`src/rtl/stmr_cfg.svh`:
```
// stmr_cfg.svh: offsets, field positions and reset values of the timer.
// assumes 32-bit apb words, byte addresses, registers in the low byte.
`ifndef STMR_CFG_SVH
`define STMR_CFG_SVH

`define STMR_OFS_CTRL0    8'h00
`define STMR_OFS_CTRL1    8'h04
`define STMR_OFS_CNT_LO   8'h08
`define STMR_OFS_CNT_HI   8'h0c
`define STMR_OFS_CMPA_LO  8'h10
`define STMR_OFS_CMPA_HI  8'h14
`define STMR_OFS_STATUS   8'h18

`define STMR_C0_PAUSE     7
`define STMR_C0_CLK_HI    6
`define STMR_C0_CLK_LO    4
`define STMR_C0_ON        3
`define STMR_C0_RP_HI     2
`define STMR_C1_MODE_HI   7
`define STMR_C1_MODE_LO   6
`define STMR_C1_IO_HI     5
`define STMR_C1_IO_LO     4
`define STMR_C1_OC        3
`define STMR_C1_POL       2
`define STMR_C1_DPX       1
`define STMR_C1_CCLR      0
`define STMR_ST_FLAG_A    0
`define STMR_ST_FLAG_P    1

`define STMR_RST_CTRL     8'h00
`define STMR_RST_CNT      10'h000
`define STMR_CNT_MAX      10'h3ff
`define STMR_FULL_SPAN    11'h400
`define STMR_RP_SHIFT     7

`endif

```
`src/rtl/stmr_pkg.sv`:
```
// stmr_pkg: types shared by the standard timer core.
// assumes stmr_cfg.svh for all numeric constants.
package stmr_pkg;

    typedef enum logic [1:0] {
        STMR_MODE_CMP  = 2'b00,
        STMR_MODE_CAP  = 2'b01,
        STMR_MODE_PWM  = 2'b10,
        STMR_MODE_TMR  = 2'b11
    } stmr_mode_t;

    typedef enum logic [2:0] {
        STMR_CK_SYS4   = 3'b000,
        STMR_CK_SYS    = 3'b001,
        STMR_CK_HI16   = 3'b010,
        STMR_CK_HI64   = 3'b011,
        STMR_CK_TBC    = 3'b100,
        STMR_CK_NONE   = 3'b101,
        STMR_CK_EXTR   = 3'b110,
        STMR_CK_EXTF   = 3'b111
    } stmr_clk_sel_t;

endpackage

```
`src/rtl/stmr_core.sv`:
```
// stmr_core: 10-bit standard timer with apb register access.
// assumes apb master on core_clk_in; high clock equals core clock,
// time base clock arrives as a one-cycle tick, pins asynchronous.
// Operation
// - ten-bit up counter advances on the selected timer clock.
// - P compares period value to bits 9..7; A compares all bits.
// - on rise clears counter; on fall holds counter value.
// - with counter on low, counting stops and timer is off.
// - pause freezes counter; clearing pause resumes from held value.
// - clock select picks sys/4, sys, high/16, high/64, tbc, pin.
// - period value gives value times 128 clocks; zero gives 1024.
// - clear select 1 clears on A; 0 clears on P or overflow.
// - clear select ignored in pwm, single pulse and capture modes.
// - mode field picks compare, capture, pwm/pulse, timer/counter.
// - compare mode A match: keep, drive low, high or toggle.
// - pwm mode: force inactive, force active, pwm, single pulse.
// - capture mode edge: rising, falling, both, or disabled.
// - output control sets initial pin level in compare mode.
// - output control is pwm active level, pulse start level.
// - polarity bit inverts the output pin except in timer mode.
// - swap bit exchanges period and duty sources in pwm mode.
// - on rise resets pin to initial level in output modes.
// - counter readable only; compare value readable and writable.
// - low bytes go through a buffer committed by high access.
// - A match raises A flag except in capture mode, where capture does; P match raises P flag unless cclr in compare or timer mode.
//
// The APB slave port and the register offsets were decided locally.
`include "stmr_cfg.svh"
`timescale 1ns/1ps
`default_nettype none

module stmr_core
    import stmr_pkg::*;
(
    // clock and reset
    input  wire logic        core_clk_in,
    input  wire logic        reset_n_in,
    // apb slave
    input  wire logic        psel_in,
    input  wire logic        penable_in,
    input  wire logic        pwrite_in,
    input  wire logic [7:0]  paddr_in,
    input  wire logic [31:0] pwdata_in,
    output logic [31:0]      prdata_out,
    output logic             pready_out,
    output logic             pslverr_out,
    // timer pins and ticks
    input  wire logic        tbc_tick_in,
    input  wire logic        ext_clock_pin_in,
    input  wire logic        capture_input_pin_in,
    output logic             timer_output_pin_out,
    output logic             compare_a_flag_out,
    output logic             period_match_flag_out
);

    function automatic logic is_ofs(input logic [7:0] a,
                                    input logic [7:0] o);
        return a == o;
    endfunction

    // period value expanded to clocks, zero meaning full span
    function automatic logic [10:0] rp_span(input logic [2:0] rp);
        if (rp == 3'b000) begin
            return `STMR_FULL_SPAN;
        end
        return {1'b0, rp, 7'h00};
    endfunction

    logic        rs1_q;
    logic        rst_n;
    logic [7:0]  ctrl0_q, ctrl0_d;
    logic [7:0]  ctrl1_q, ctrl1_d;
    logic [9:0]  cnt_q, cnt_d;
    logic [9:0]  cmpa_q, cmpa_d;
    logic [7:0]  wbuf_q, wbuf_d;
    logic [7:0]  rbuf_q, rbuf_d;
    logic        flag_a_q, flag_a_d;
    logic        flag_p_q, flag_p_d;
    logic        on_prev_q;
    logic [5:0]  pre_q;
    logic [2:0]  ext_q;
    logic [2:0]  cap_q;
    logic        raw_q, raw_d;
    logic        pin_q, pin_d;
    logic [31:0] prdata_q, prdata_d;

    // reset release through two flops
    always_ff @(posedge core_clk_in or negedge reset_n_in) begin
        if (!reset_n_in) begin
            rs1_q <= 1'b0;
            rst_n <= 1'b0;
        end else begin
            rs1_q <= 1'b1;
            rst_n <= rs1_q;
        end
    end

    logic          pause;
    logic          cnt_on;
    stmr_clk_sel_t clk_sel;
    logic [2:0]    period_value;
    stmr_mode_t    mode;
    logic [1:0]    pin_fn;
    logic          oc;
    logic          pol;
    logic          dpx;
    logic          cclr;

    assign pause        = ctrl0_q[`STMR_C0_PAUSE];
    assign clk_sel      = stmr_clk_sel_t'(
                          ctrl0_q[`STMR_C0_CLK_HI:`STMR_C0_CLK_LO]);
    assign cnt_on       = ctrl0_q[`STMR_C0_ON];
    assign period_value = ctrl0_q[`STMR_C0_RP_HI:0];
    assign mode         = stmr_mode_t'(
                          ctrl1_q[`STMR_C1_MODE_HI:`STMR_C1_MODE_LO]);
    assign pin_fn       = ctrl1_q[`STMR_C1_IO_HI:`STMR_C1_IO_LO];
    assign oc           = ctrl1_q[`STMR_C1_OC];
    assign pol          = ctrl1_q[`STMR_C1_POL];
    assign dpx          = ctrl1_q[`STMR_C1_DPX];
    assign cclr         = ctrl1_q[`STMR_C1_CCLR];

    // apb decode; slave answers with no wait state
    logic acc, wr, rd, setup, mapped;
    assign acc    = psel_in & penable_in;
    assign wr     = acc & pwrite_in;
    assign rd     = acc & ~pwrite_in;
    assign setup  = psel_in & ~penable_in;
    assign mapped = is_ofs(paddr_in, `STMR_OFS_CTRL0)
                  | is_ofs(paddr_in, `STMR_OFS_CTRL1)
                  | is_ofs(paddr_in, `STMR_OFS_CNT_LO)
                  | is_ofs(paddr_in, `STMR_OFS_CNT_HI)
                  | is_ofs(paddr_in, `STMR_OFS_CMPA_LO)
                  | is_ofs(paddr_in, `STMR_OFS_CMPA_HI)
                  | is_ofs(paddr_in, `STMR_OFS_STATUS);
    assign pready_out  = 1'b1;
    assign pslverr_out = acc & ~mapped;

    // timer clock source; high clock taken as the core clock
    logic src_tick, tick, on_rise;
    logic ext_rise, ext_fall, cap_rise, cap_fall;
    assign ext_rise = ext_q[1] & ~ext_q[2];
    assign ext_fall = ~ext_q[1] & ext_q[2];
    assign cap_rise = cap_q[1] & ~cap_q[2];
    assign cap_fall = ~cap_q[1] & cap_q[2];

    always_comb begin
        unique case (clk_sel)
            STMR_CK_SYS4: src_tick = (pre_q[1:0] == 2'h3);
            STMR_CK_SYS:  src_tick = 1'b1;
            STMR_CK_HI16: src_tick = (pre_q[3:0] == 4'hf);
            STMR_CK_HI64: src_tick = (pre_q == 6'h3f);
            STMR_CK_TBC:  src_tick = tbc_tick_in;
            STMR_CK_EXTR: src_tick = ext_rise;
            STMR_CK_EXTF: src_tick = ext_fall;
            STMR_CK_NONE: src_tick = 1'b0;
        endcase
    end

    assign tick    = cnt_on & ~pause & src_tick;
    assign on_rise = cnt_on & ~on_prev_q;

    // comparators look at the value the counter is about to take
    logic [9:0]  cnt_inc;
    logic        ovf, p_hit, a_hit, clr, cap_evt;
    logic [10:0] duty, period;
    logic        pwm_act;
    assign cnt_inc = cnt_q + 10'h001;
    assign ovf     = tick & (cnt_q == `STMR_CNT_MAX);
    assign p_hit   = (period_value == 3'b000) ? ovf
                   : tick & (cnt_inc[9:7] == period_value)
                          & (cnt_inc[6:0] == 7'h00);
    assign a_hit   = tick & (cmpa_q != 10'h000) & (cnt_inc == cmpa_q);

    always_comb begin
        unique case (mode)
            // period source fixed by swap bit
            STMR_MODE_PWM: clr = dpx ? a_hit : p_hit;
            STMR_MODE_CAP: clr = p_hit;
            default:       clr = cclr ? a_hit : p_hit;
        endcase
    end

    // duty at or above period holds output active
    assign period  = dpx ? ((cmpa_q == 10'h000) ? `STMR_FULL_SPAN
                                                : {1'b0, cmpa_q})
                         : rp_span(period_value);
    assign duty    = dpx ? rp_span(period_value) : {1'b0, cmpa_q};
    assign pwm_act = ({1'b0, cnt_q} < duty) | (duty >= period);

    // capture ignored while the timer is off
    always_comb begin
        unique case (pin_fn)
            2'b00:   cap_evt = cap_rise;
            2'b01:   cap_evt = cap_fall;
            2'b10:   cap_evt = cap_rise | cap_fall;
            default: cap_evt = 1'b0;
        endcase
        cap_evt = cap_evt & cnt_on & (mode == STMR_MODE_CAP);
    end

    always_comb begin
        ctrl0_d  = ctrl0_q;
        ctrl1_d  = ctrl1_q;
        cnt_d    = cnt_q;
        cmpa_d   = cmpa_q;
        wbuf_d   = wbuf_q;
        rbuf_d   = rbuf_q;
        flag_a_d = flag_a_q;
        flag_p_d = flag_p_q;
        prdata_d = prdata_q;

        // counter
        if (on_rise) begin
            cnt_d = `STMR_RST_CNT;
        end else if (tick) begin
            cnt_d = clr ? `STMR_RST_CNT : cnt_inc;
        end

        // flags: software clear loses against a same-cycle set
        if (wr && is_ofs(paddr_in, `STMR_OFS_STATUS)) begin
            if (pwdata_in[`STMR_ST_FLAG_A]) begin
                flag_a_d = 1'b0;
            end
            if (pwdata_in[`STMR_ST_FLAG_P]) begin
                flag_p_d = 1'b0;
            end
        end
        if ((a_hit && mode != STMR_MODE_CAP) || cap_evt) begin
            flag_a_d = 1'b1;
        end
        if (p_hit && !(cclr && (mode == STMR_MODE_CMP
                               || mode == STMR_MODE_TMR))) begin
            flag_p_d = 1'b1;
        end

        if (cap_evt) begin
            cmpa_d = cnt_q;
        end

        // register writes; counter has no write path
        if (wr) begin
            if (is_ofs(paddr_in, `STMR_OFS_CTRL0)) begin
                ctrl0_d = pwdata_in[7:0];
            end
            if (is_ofs(paddr_in, `STMR_OFS_CTRL1)) begin
                ctrl1_d = pwdata_in[7:0];
            end
            if (is_ofs(paddr_in, `STMR_OFS_CMPA_LO)) begin
                wbuf_d = pwdata_in[7:0];
            end
            if (is_ofs(paddr_in, `STMR_OFS_CMPA_HI)) begin
                cmpa_d = {pwdata_in[1:0], wbuf_q};
            end
        end

        // high-byte reads latch the low byte for the next low read
        if (rd && is_ofs(paddr_in, `STMR_OFS_CNT_HI)) begin
            rbuf_d = cnt_q[7:0];
        end
        if (rd && is_ofs(paddr_in, `STMR_OFS_CMPA_HI)) begin
            rbuf_d = cmpa_q[7:0];
        end

        // read data prepared during the setup cycle
        if (setup) begin
            prdata_d = 32'h0000_0000;
            if (is_ofs(paddr_in, `STMR_OFS_CTRL0)) begin
                prdata_d[7:0] = ctrl0_q;
            end
            if (is_ofs(paddr_in, `STMR_OFS_CTRL1)) begin
                prdata_d[7:0] = ctrl1_q;
            end
            if (is_ofs(paddr_in, `STMR_OFS_CNT_LO)
                || is_ofs(paddr_in, `STMR_OFS_CMPA_LO)) begin
                prdata_d[7:0] = rbuf_q;
            end
            if (is_ofs(paddr_in, `STMR_OFS_CNT_HI)) begin
                prdata_d[1:0] = cnt_q[9:8];
            end
            if (is_ofs(paddr_in, `STMR_OFS_CMPA_HI)) begin
                prdata_d[1:0] = cmpa_q[9:8];
            end
            if (is_ofs(paddr_in, `STMR_OFS_STATUS)) begin
                prdata_d[`STMR_ST_FLAG_A] = flag_a_q;
                prdata_d[`STMR_ST_FLAG_P] = flag_p_q;
            end
        end
    end

    // output pin; registered, so it trails pwm levels by one cycle and compare or pulse events by two
    always_comb begin
        raw_d = raw_q;
        pin_d = raw_q;
        if (on_rise && mode != STMR_MODE_CAP
            && mode != STMR_MODE_TMR) begin
            raw_d = oc;
        end else if (mode == STMR_MODE_CMP && a_hit) begin
            unique case (pin_fn)
                2'b01:   raw_d = 1'b0;
                2'b10:   raw_d = 1'b1;
                2'b11:   raw_d = ~raw_q;
                default: raw_d = raw_q;
            endcase
        end else if (mode == STMR_MODE_PWM && pin_fn == 2'b11
                     && a_hit) begin
            raw_d = ~oc; // single pulse ends at compare A
        end
        if (mode == STMR_MODE_PWM) begin
            unique case (pin_fn)
                2'b00:   pin_d = ~oc;
                2'b01:   pin_d = oc;
                2'b10:   pin_d = (pwm_act & cnt_on) ? oc : ~oc;
                default: pin_d = raw_q;
            endcase
        end
        // timer mode drives the pin low
        pin_d = (mode == STMR_MODE_TMR) ? 1'b0 : (pin_d ^ pol);
    end

    always_ff @(posedge core_clk_in or negedge rst_n) begin
        if (!rst_n) begin
            ctrl0_q   <= `STMR_RST_CTRL;
            ctrl1_q   <= `STMR_RST_CTRL;
            cnt_q     <= `STMR_RST_CNT;
            cmpa_q    <= `STMR_RST_CNT;
            wbuf_q    <= 8'h00;
            rbuf_q    <= 8'h00;
            flag_a_q  <= 1'b0;
            flag_p_q  <= 1'b0;
            on_prev_q <= 1'b0;
            pre_q     <= 6'h00;
            ext_q     <= 3'h0;
            cap_q     <= 3'h0;
            raw_q     <= 1'b0;
            pin_q     <= 1'b0;
            prdata_q  <= 32'h0000_0000;
        end else begin
            ctrl0_q   <= ctrl0_d;
            ctrl1_q   <= ctrl1_d;
            cnt_q     <= cnt_d;
            cmpa_q    <= cmpa_d;
            wbuf_q    <= wbuf_d;
            rbuf_q    <= rbuf_d;
            flag_a_q  <= flag_a_d;
            flag_p_q  <= flag_p_d;
            on_prev_q <= cnt_on;
            pre_q     <= pre_q + 6'h01;
            // bit 0 is a pure synchroniser stage, edges use 1 and 2
            ext_q     <= {ext_q[1:0], ext_clock_pin_in};
            cap_q     <= {cap_q[1:0], capture_input_pin_in};
            raw_q     <= raw_d;
            pin_q     <= pin_d;
            prdata_q  <= prdata_d;
        end
    end

    assign prdata_out            = prdata_q;
    assign timer_output_pin_out  = pin_q;
    assign compare_a_flag_out    = flag_a_q;
    assign period_match_flag_out = flag_p_q;
endmodule

`default_nettype wire

```
`config.mk`:
```
export PLATFORM = sky130hd
export DESIGN_NAME = stmr_core
export DESIGN_NICKNAME = d
export VERILOG_FILES = /design/src/rtl/stmr_pkg.sv /design/src/rtl/stmr_core.sv
export VERILOG_INCLUDE_DIRS = /design/src /design/src/rtl
export SDC_FILE = /design/constraint.sdc
export NUM_CORES = 1
export LEC_CHECK = 0
export BUFFER_PORTS_ARGS = -buffer_cell sky130_fd_sc_hd__buf_2
export CORE_UTILIZATION = 62
export DETAILED_ROUTE_END_ITERATION = 8
export PLACE_DENSITY = 0.87
export SLEW_MARGIN = 10
export SYNTH_ARGS = -nofsm -noshare
export SYNTH_HDL_FRONTEND = slang
export SYNTH_SLANG_ARGS = --single-unit
```
`constraint.sdc`:
```
create_clock -name core_clk_in -period 6.41 [get_ports core_clk_in]
set_clock_uncertainty 0.15 [all_clocks]
set_input_delay 0.9615 -clock core_clk_in [delete_from_list [all_inputs] [get_ports core_clk_in]]
set_output_delay 0.9615 -clock core_clk_in [all_outputs]
set_load 0.02 [all_outputs]
```
; ---- Word-level counts from Yosys, hierarchy flattened
; Index checks and enable logic that the tools add are counted.
; W data, S select, Z words.
[word_totals]
register_bits = 79
output_inout_bits = 37
wordCells = 165
[op_classes]
n_addsub = 2
n_lt_le_gt_ge = 2
eq_ne = 28
n_mux = 40
bitwise_logic = 40
n_reduce_logical = 36
[ops]
columns = cell, count
row1 = $mux W10, 6
row2 = $mux W11, 5
row3 = $mux W8, 5
row4 = $eq A8 B5 Y1 const B, 3
row5 = $and A1 B1 Y1, 20
row6 = $eq A8 B4 Y1 const B, 2
row7 = $mux W1, 16
row8 = $eq A3 B3 Y1 const B, 4
row9 = $reduce_and A2 Y1, 6
row10 = $reduce_bool A2 Y1, 6
row11 = $ge A11 B11 Y1, 1
row12 = $logic_and A1 B1 Y1, 11
row13 = $lt A10 B11 Y1, 1
row14 = $not A1 Y1, 11
row15 = $add A10 B1 Y10 const B, 1
row16 = $eq A10 B10 Y1, 1
row17 = $eq A10 B10 Y1 const B, 1
row18 = $eq A2 B2 Y1 const B, 5
row19 = $logic_not A10 Y1, 1
row20 = $reduce_bool A10 Y1, 1
row21 = $pmux W1 S3, 3
row22 = $eq A8 B3 Y1 const B, 1
row23 = $logic_not A8 Y1, 1
row24 = $or A1 B1 Y1, 8
row25 = other kinds (20), 28

; ---- Depth between registers and ports, before layout
; Gate-level depths: netlist (run 1).
[logic_depth]
depth_word = 12
mapped_depth = 11
mapped_depth_nobuf = 10

; ---- Least setup slack after synthesis (run 1)
; No wires, ideal clock.
[synth_path]
kind = reg2reg
start = register ctrl1_q[1]
end = register pin_q (netlist: timer_output_pin_out)
arrival_time_ns = 2.614
setup_slack_ns = 3.578
path_stages_with_launch = 12
path_buffers = 2
cell_sequence = dfrtp_1 > clkbuf_1 > buf_1 > mux2i_1 > ha_1 > a21o_1 > a221oi_1 > o21ai_0 > o31ai_1 > xor2_1 > a211o_1 > nand3_1
[synth_between]
elab_chain_len = 9
word_cells_on_any_way = 11
classes_between = order compare: 2 / mux: 6 / bitwise: 3
[synth_rtl]
columns = element, line
row1 = from (decl), stmr_core.sv:72  ; logic [7:0] ctrl1_q, ctrl1_d;
row2 = from (signal assigned), stmr_core.sv:323  ; ctrl1_q <= `STMR_RST_CTRL;
row3 = from (signal assigned), stmr_core.sv:339  ; ctrl1_q <= ctrl1_d;
row4 = $mux W11 (on tied branches), "stmr_core.sv:187, stmr_core.sv:184"
row5 = $lt A10 B11 Y1 / $ge A11 B11 Y1 (equally long branches), stmr_core.sv:188  ; assign pwm_act = ({1'b0, cnt_q} < duty) | (duty >= period);
row6 = $or A1 B1 Y1 *, stmr_core.sv:188
row7 = $and A1 B1 Y1 *, stmr_core.sv:312  ; 2'b10: pin_d = (pwm_act & cnt_on) ? oc : ~oc;
row8 = $mux W1 *, stmr_core.sv:312
row9 = $pmux W1 S3 *, stmr_core.sv:309  ; unique case (pin_fn)
row10 = $mux W1 *, stmr_core.sv:308  ; if (mode == STMR_MODE_PWM) begin
row11 = $xor A1 B1 Y1 *, stmr_core.sv:317  ; pin_d = (mode == STMR_MODE_TMR) ? 1'b0 : (pin_d ^ pol);
row12 = $mux W1 *, stmr_core.sv:317
row13 = named net pin_d, stmr_core.sv:84  ; logic pin_q, pin_d;
row14 = to (signal assigned), stmr_core.sv:352  ; pin_q <= pin_d;
row15 = to (decl), stmr_core.sv:84
; The timed path passes the listed nets; every way through them passes the cells marked *.
; A chain may end at the register's enable or synchronous reset.

; ---- Final worst setup path (run 1)
[layout_path]
start = register cnt_q[0]
end = register cnt_q[9]
[layout_between]
elab_chain_len = 10
word_cells_on_any_way = 16
classes_between = add/sub: 1 / eq/ne: 3 / mux: 7 / bitwise: 4 / reduce/logical: 1
[layout_rtl]
columns = element, line
row1 = from (decl), stmr_core.sv:73  ; logic [9:0] cnt_q, cnt_d;
row2 = from (signal assigned), stmr_core.sv:324  ; cnt_q <= `STMR_RST_CNT;
row3 = from (signal assigned), stmr_core.sv:340  ; cnt_q <= cnt_d;
row4 = $add A10 B1 Y10, stmr_core.sv:167  ; assign cnt_inc = cnt_q + 10'h001;
row5 = $eq A3 B3 Y1, stmr_core.sv:170  ; : tick & (cnt_inc[9:7] == period_value)
row6 = $and A1 B1 Y1, stmr_core.sv:170
row7 = $and A1 B1 Y1, stmr_core.sv:171  ; & (cnt_inc[6:0] == 7'h00);
row8 = $mux W1, stmr_core.sv:169  ; assign p_hit = (period_value == 3'b000) ? ovf
row9 = $mux W1 (on tied branches), "stmr_core.sv:179, stmr_core.sv:177"
row10 = $pmux W1 S2, stmr_core.sv:175  ; unique case (mode)
row11 = $mux W10 *, stmr_core.sv:216  ; cnt_d = clr ? `STMR_RST_CNT : cnt_inc;
row12 = $mux W10 *, stmr_core.sv:215  ; end else if (tick) begin
row13 = $mux W10 *, stmr_core.sv:213  ; if (on_rise) begin
; Mark *: on every way between the ends. The rest lies on a longest branch, timed or not. The select of a mux whose other input is x is not followed.

==> out/qor.yml, run 1 <==
setup_viol: 0
io_buffers: 35
die_area_um2: 8690
area_delta_synth_final_pct: 5.26
dr.first_iter.drc_count: 557
min_period_ps: 3420
setup_tns_ps: 0
register_area_um2: 1980
grt_first_pass_wirelength_um: 20900
path_clk_slew_ps: 100
power.density_nw_per_um2: 185
synth_ff_type: "dfrtp_1"
synth_commonest_cells: "dfrtp_1, nor2_1, a21oi_1"
yosysMostFrequentCell: "dfrtp_1"
max_freq_mhz: 292
total_power_uw: 1010
grt_pass1_vias: 4146
multi_input_area_um2: 2890
fill_cells: 567
worst_pin_slew_ps: 1060
nNetsFinal: 613
drcViolationCount: 0
synth-seq-cells: 79
clk_latency_ps: 360
die_x_um: 93.2
rsz0062_at_grt: "no"
synth_top_area_share_pct: 38.3
endpoint: "cnt_q[9]$_DFFE_PN0P_"
cts.sinks: 79
crit_start: "cnt_q[0]$_DFFE_PN0P_"
gp_congestion: 0.919
yosysUniqueCellTypes: 64
pin_count: 85
final_hold_viol_count: 0
post_cts_buffers: 0
hold_buffers: 0
layout-drive-gt1-share_pct: 17.8
critical_path_arrival_ps: 3550
netlist_area_um2: 5160
synthTopCellsByArea: "dfrtp_1, mux2_2, ha_1, mux2i_1, buf_4"
synthArstFlopShare_pct: 100
vias: 4222
avgRoutedWirePerCell_um: 20.1
drv_cap: 0
reg2reg_slack_ps: 2990
grt.overflow.total: 0
antenna_found_initial: 0
drt-total-wl_um: 13000
timing.critical_path.slowest_stage_cell: "dfrtp_1"
rr_startpoint: "cnt_q[0]$_DFFE_PN0P_"
min_path_type: "reg -> reg"
antenna_left: 0
fin_crit_sh_pct: 53.4
power_leakage_uw: 0.00245
die_h_um: 93.2
first_pass_iters: 7
dp_hpwl_um: 8760
startpoint_type: "register"
track_usage_pct: 31.6
vdd_drop_max_mv: 0.195
n_antenna_cell: 0
synth_area_leader_cell: "dfrtp_1"
synth-edff-count: 0
crit_required_ps: 6540
r2r-end: "cnt_q[9]$_DFFE_PN0P_"
criticalPathCategory: "reg -> reg"
grt_max_degree: 78
clk_path_buf_depth: 2
fin_util_pct: 68.8
cp-end-kind: "register"
num_rows: 32
max_stage_delay_ps: 670
cts_root_buffer: "clkbuf_8"
core-area_um2: 7890
cts_made_buffers: 9
postSynthAreaPerCell_um2: 9.86
start_util_pct: 65.4
maxSlewViolCount: 0
cp_max_fo: 18
yosysSeqAreaShare_pct: 38.3
crit_chain: "ha_1 > nand3_1 > or3_1 > nand4_1 > nor4_2 > o211ai_2 > a41oi_1 > a31oi_1"
viasPerCell: 6.54
cts_resized: 0
final_area_um2: 5430
h-tree-depth: 3
rr_worst_depth: 8
synth_warnings: 0
relSlewSlack_pct: 29.0
post_dp_cell_area_um2: 5230
whs_path_depth: 0
status: "finished clean"
syn_inst: 523
cts_tree: "done"
## metrics by stage
step	hold slack [ps]	instances	setup slack, ps
after global placement	183	630	3170
after floorplan	181	547	3580
after global routing	201	646	2870
after CTS	209	646	3100
final	212	646	2990
after detailed placement	196	630	3080
## cell type report
type                    count  area share [%]
multi-input cells         397            53.1
repair buffers             35            3.23
well taps                 102            2.35
inverters                  17            1.18
clock buffers              10            2.53
flip-flops and latches     79            36.5
clock inverters             6            1.11
## state kept, by name, summed over array words and instances (netlist names)
register,count
cmpa_q,10
cnt_q,10
ctrl0_q,8
ctrl1_q,8
prdata_out,8
rbuf_q,8
wbuf_q,8
pre_q,6
cap_q,3
ext_q,3
compare_a_flag_out,1
on_prev_q,1
period_match_flag_out,1
raw_q,1
rs1_q,1
rst_n,1
timer_output_pin_out,1
## cells by family (layout without fill, tap and decap cells)
| family | Yosys count | in the layout | synth area share (%) |
|---|---|---|---|
| simple gates | 168 | 168 | 18.9 |
| other cells | 2 | 26 | 0.146 |
| mux | 55 | 55 | 11.4 |
| flops | 79 | 79 | 38.3 |
| buf+inv | 71 | 68 | 7.59 |
| xor+xnor | 20 | 20 | 3.40 |
| compound gates | 102 | 102 | 13.9 |
| fa+ha+maj | 26 | 26 | 6.31 |
## worst max-delay path: cells and delay by family, from the launching register on
family	cells	cell delay (ps)
compound gates	3	1120
simple gates	4	940
flops	1	670
fa+ha+maj	1	460
## cells in the final DEF, fill, tap and decap left out, types with 3 or more instances in the layout
cell       n
mux2_2    30
or2_2      3
a31oi_1   13
nand4_1   11
nor4_1     3
a211o_1    3
xnor2_1   14
nand2b_1  14
nand4b_1   8
and3_1     5
a221oi_1   3
clkbuf_8  10
nor3b_1    5
inv_8      3
mux2i_1   25
nor2_1    44
a41oi_1    6
ha_1      26
o21ai_0   11
nor2b_1    6
nand3_1   11
and2_1     3
conb_1    26
nand2_1   24
a21oi_1   36
nor3_1    11
xor2_1     6
dfrtp_1   78
buf_2     35
a222oi_1   8
inv_1     17
## metal layers
| metal | global-route usage [%] | wire length, um | vias to the layer above |
|---|---|---|---|
| li1 | - | - | 1897 |
| met1 | 39.2 | 4990 | 2013 |
| met2 | 52.0 | 6340 | 258 |
| met3 | 6.83 | 1150 | 54 |
| met4 | 16.4 | 486 | 0 |
| met5 | 0.641 | 0 | - |
## power by group
part / internal [uW] / switching (uW) / total, uW / leakage [uW]
Clock: 163 / 212 / 375 / 0.000103
Combinational: 34.2 / 58.2 / 92.4 / 0.00135
Sequential: 515 / 24.1 / 539 / 0.000999
## how the worst min path moves through the flow
stage | from | end | slack (ps)
2_1_floorplan | cap_q[0]$_DFF_PN0_ | cap_q[1]$_DFF_PN0_ | 180
3_3_place_gp | cap_q[0]$_DFF_PN0_ | cap_q[1]$_DFF_PN0_ | 180
3_5_place_dp | ext_q[0]$_DFF_PN0_ | ext_q[1]$_DFF_PN0_ | 200
4_1_cts | reset_n_in | rst_n$_DFF_PN0_ | 210
5_1_grt | reset_n_in | rs1_q$_DFF_PN0_ | 200
6_report | ext_q[0]$_DFF_PN0_ | ext_q[1]$_DFF_PN0_ | 210
Power figures use the tool's default switching activity.
==> run 2, diff against run 1 <==
Settings changed: CORE_UTILIZATION 62 to 57, PLACE_DENSITY 0.87 to 0.81.
Clock period 6.41 ns to 3.2 ns, I/O delays scaled along.
==> run 2 against run 1 <==
Total power grew 110%. Worst hold slack got worse by 150 ps. Core utilization fell by 3.8 points. Critical path type unchanged. Final area up 4.4%. Clock-buffer cell count unchanged.
==> out/qor.yml, run 2 (synthesis results as in run 1) <==
cts_tree: "done"
num_rows: 34
max_stage_delay_ps: 410
fin_crit_sh_pct: 94.0
h-tree-depth: 3
timing.critical_path.slowest_stage_cell: "dfrtp_1"
cts.sinks: 79
crit_required_ps: 3300
die_area_um2: 9440
area_delta_synth_final_pct: 9.92
startpoint_type: "register"
fin_util_pct: 65.0
core-area_um2: 8720
fill_cells: 679
n_antenna_cell: 0
cp_max_fo: 2
worst_pin_slew_ps: 1140
antenna_left: 0
min_period_ps: 3010
gp_congestion: 0.914
grt_pass1_vias: 4073
place_inst: 661
first_pass_iters: 6
use_met3_pct: 6.33
die_h_um: 97.1
grtUsageMet1_pct: 35.5
fin_cells: 678
maxSlewViolCount: 0
critical_path_arrival_ps: 3110
viasPerCell: 6.27
grt_busiest_layer: "met2"
final_cell_mix: "dfrtp_1, nor2_1, a21oi_1"
crit_family: "compound AO/OA/AOI/OAI gates"
met2_usage_pct: 44.3
largestRegisters: "cmpa_q x10, cnt_q x10"
clk_path_buf_depth: 2
drt-total-wl_um: 12300
criticalPathCategory: "reg -> reg"
drv_cap: 0
drcViolationCount: 0
pin_count: 85
max_freq_mhz: 333
grt.overflow.total: 0
final_common_cell: "dfrtp_1"
total_power_uw: 2070
io_buffers: 35
clk_latency_ps: 370
nNetsFinal: 639
power.density_nw_per_um2: 365
cp-end-kind: "register"
vdd_drop_max_mv: 0.314
rsz0062_at_grt: "no"
die_x_um: 97.1
antenna_found_initial: 0
avgRoutedWirePerCell_um: 18.2
dp_hpwl_um: 8990
grt_max_degree: 78
crit_path_frequent_cell: "nand3_1"
dr.first_iter.drc_count: 395
vias: 4250
path_clk_slew_ps: 90
start_util_pct: 59.2
post_cts_buffers: 0
min_path_type: "in -> reg"
track_usage_pct: 27.2
crit_chain: "nor4_4 > nand3_1 > mux2_2 > ha_1 > a221oi_1 > o21ai_0 > o31ai_2 > buf_4 > xor2_1 > a211o_1 > nand3_1"
register_area_um2: 1980
final_area_um2: 5670
power_leakage_uw: 0.00260
final_hold_viol_count: 0
cts_made_buffers: 9
setup_tns_ps: 0
status: "finished clean"
multi_input_area_um2: 2910
post_dp_cell_area_um2: 5430
relSlewSlack_pct: 23.6
setup_viol: 0
path_buf_inv: 1
layout-drive-gt1-share_pct: 21.8
cts_root_buffer: "clkbuf_8"
grt_first_pass_wirelength_um: 20200
run 2: layer usage:
metal  routed length, um  part of all wire, %  vias up
met5                   0                    0        -
met4                 261                  2.1        0
met3                 876                  7.1       26
met2                5980                   48      188
met1                5220                   42     2082
li1                    -                    -     1954
run 2: area by class of cell:
cell class	count	share of cell area, %
multi-input cells	397	51.2
flip-flops and latches	79	34.9
clock inverters	6	1.32
inverters	17	1.13
well taps	108	2.38
repair buffers	61	6.58
clock buffers	10	2.43
run 2: path summary, 6_finish.rpt:
kind	slack, ps	endpoint	from	cells past startpoint
min in group asynchronous	260	rst_n$_DFF_PN0_	reset_n_in	2
min	60	ext_q[0]$_DFF_PN0_	ext_clock_pin_in	1
max in group asynchronous	1890	rbuf_q[3]$_DFFE_PN0P_	rst_n$_DFF_PN0_	0
max	190	timer_output_pin_out$_DFF_PN0_	cmpa_q[3]$_DFF_PN0_	11
max reg2reg	190	timer_output_pin_out$_DFF_PN0_	cmpa_q[3]$_DFF_PN0_	11
min reg2reg	210	cap_q[1]$_DFF_PN0_	cap_q[0]$_DFF_PN0_	0
run 2: where the power goes:
group          leakage (uW)  switching (uW)  internal [uW]
logic               0.00149             122           73.7
clock network      0.000105             407            394
registers          0.000999            42.6           1030
total               0.00260             571           1500
run 2: what timing repair did:
| action | in CTS | in global routing |
|---|---|---|
| endpoints found under the hold margin | 2 | 0 |
| resized for setup | 0 | 3 |
| hold buffers | 1 | 0 |
| endpoints found under the setup margin | 0 | 1 |
run 2: metrics by stage:
| stage | setup WS [ps] | hold slack [ps] |
|---|---|---|
| final | 193 | 63.2 |
| after floorplan | 368 | 34.4 |
| after global routing | 17.4 | 58.4 |
| after detailed placement | 69.6 | 118 |
| after CTS | 37.9 | 55.5 |
| after global placement | 59.8 | 114 |
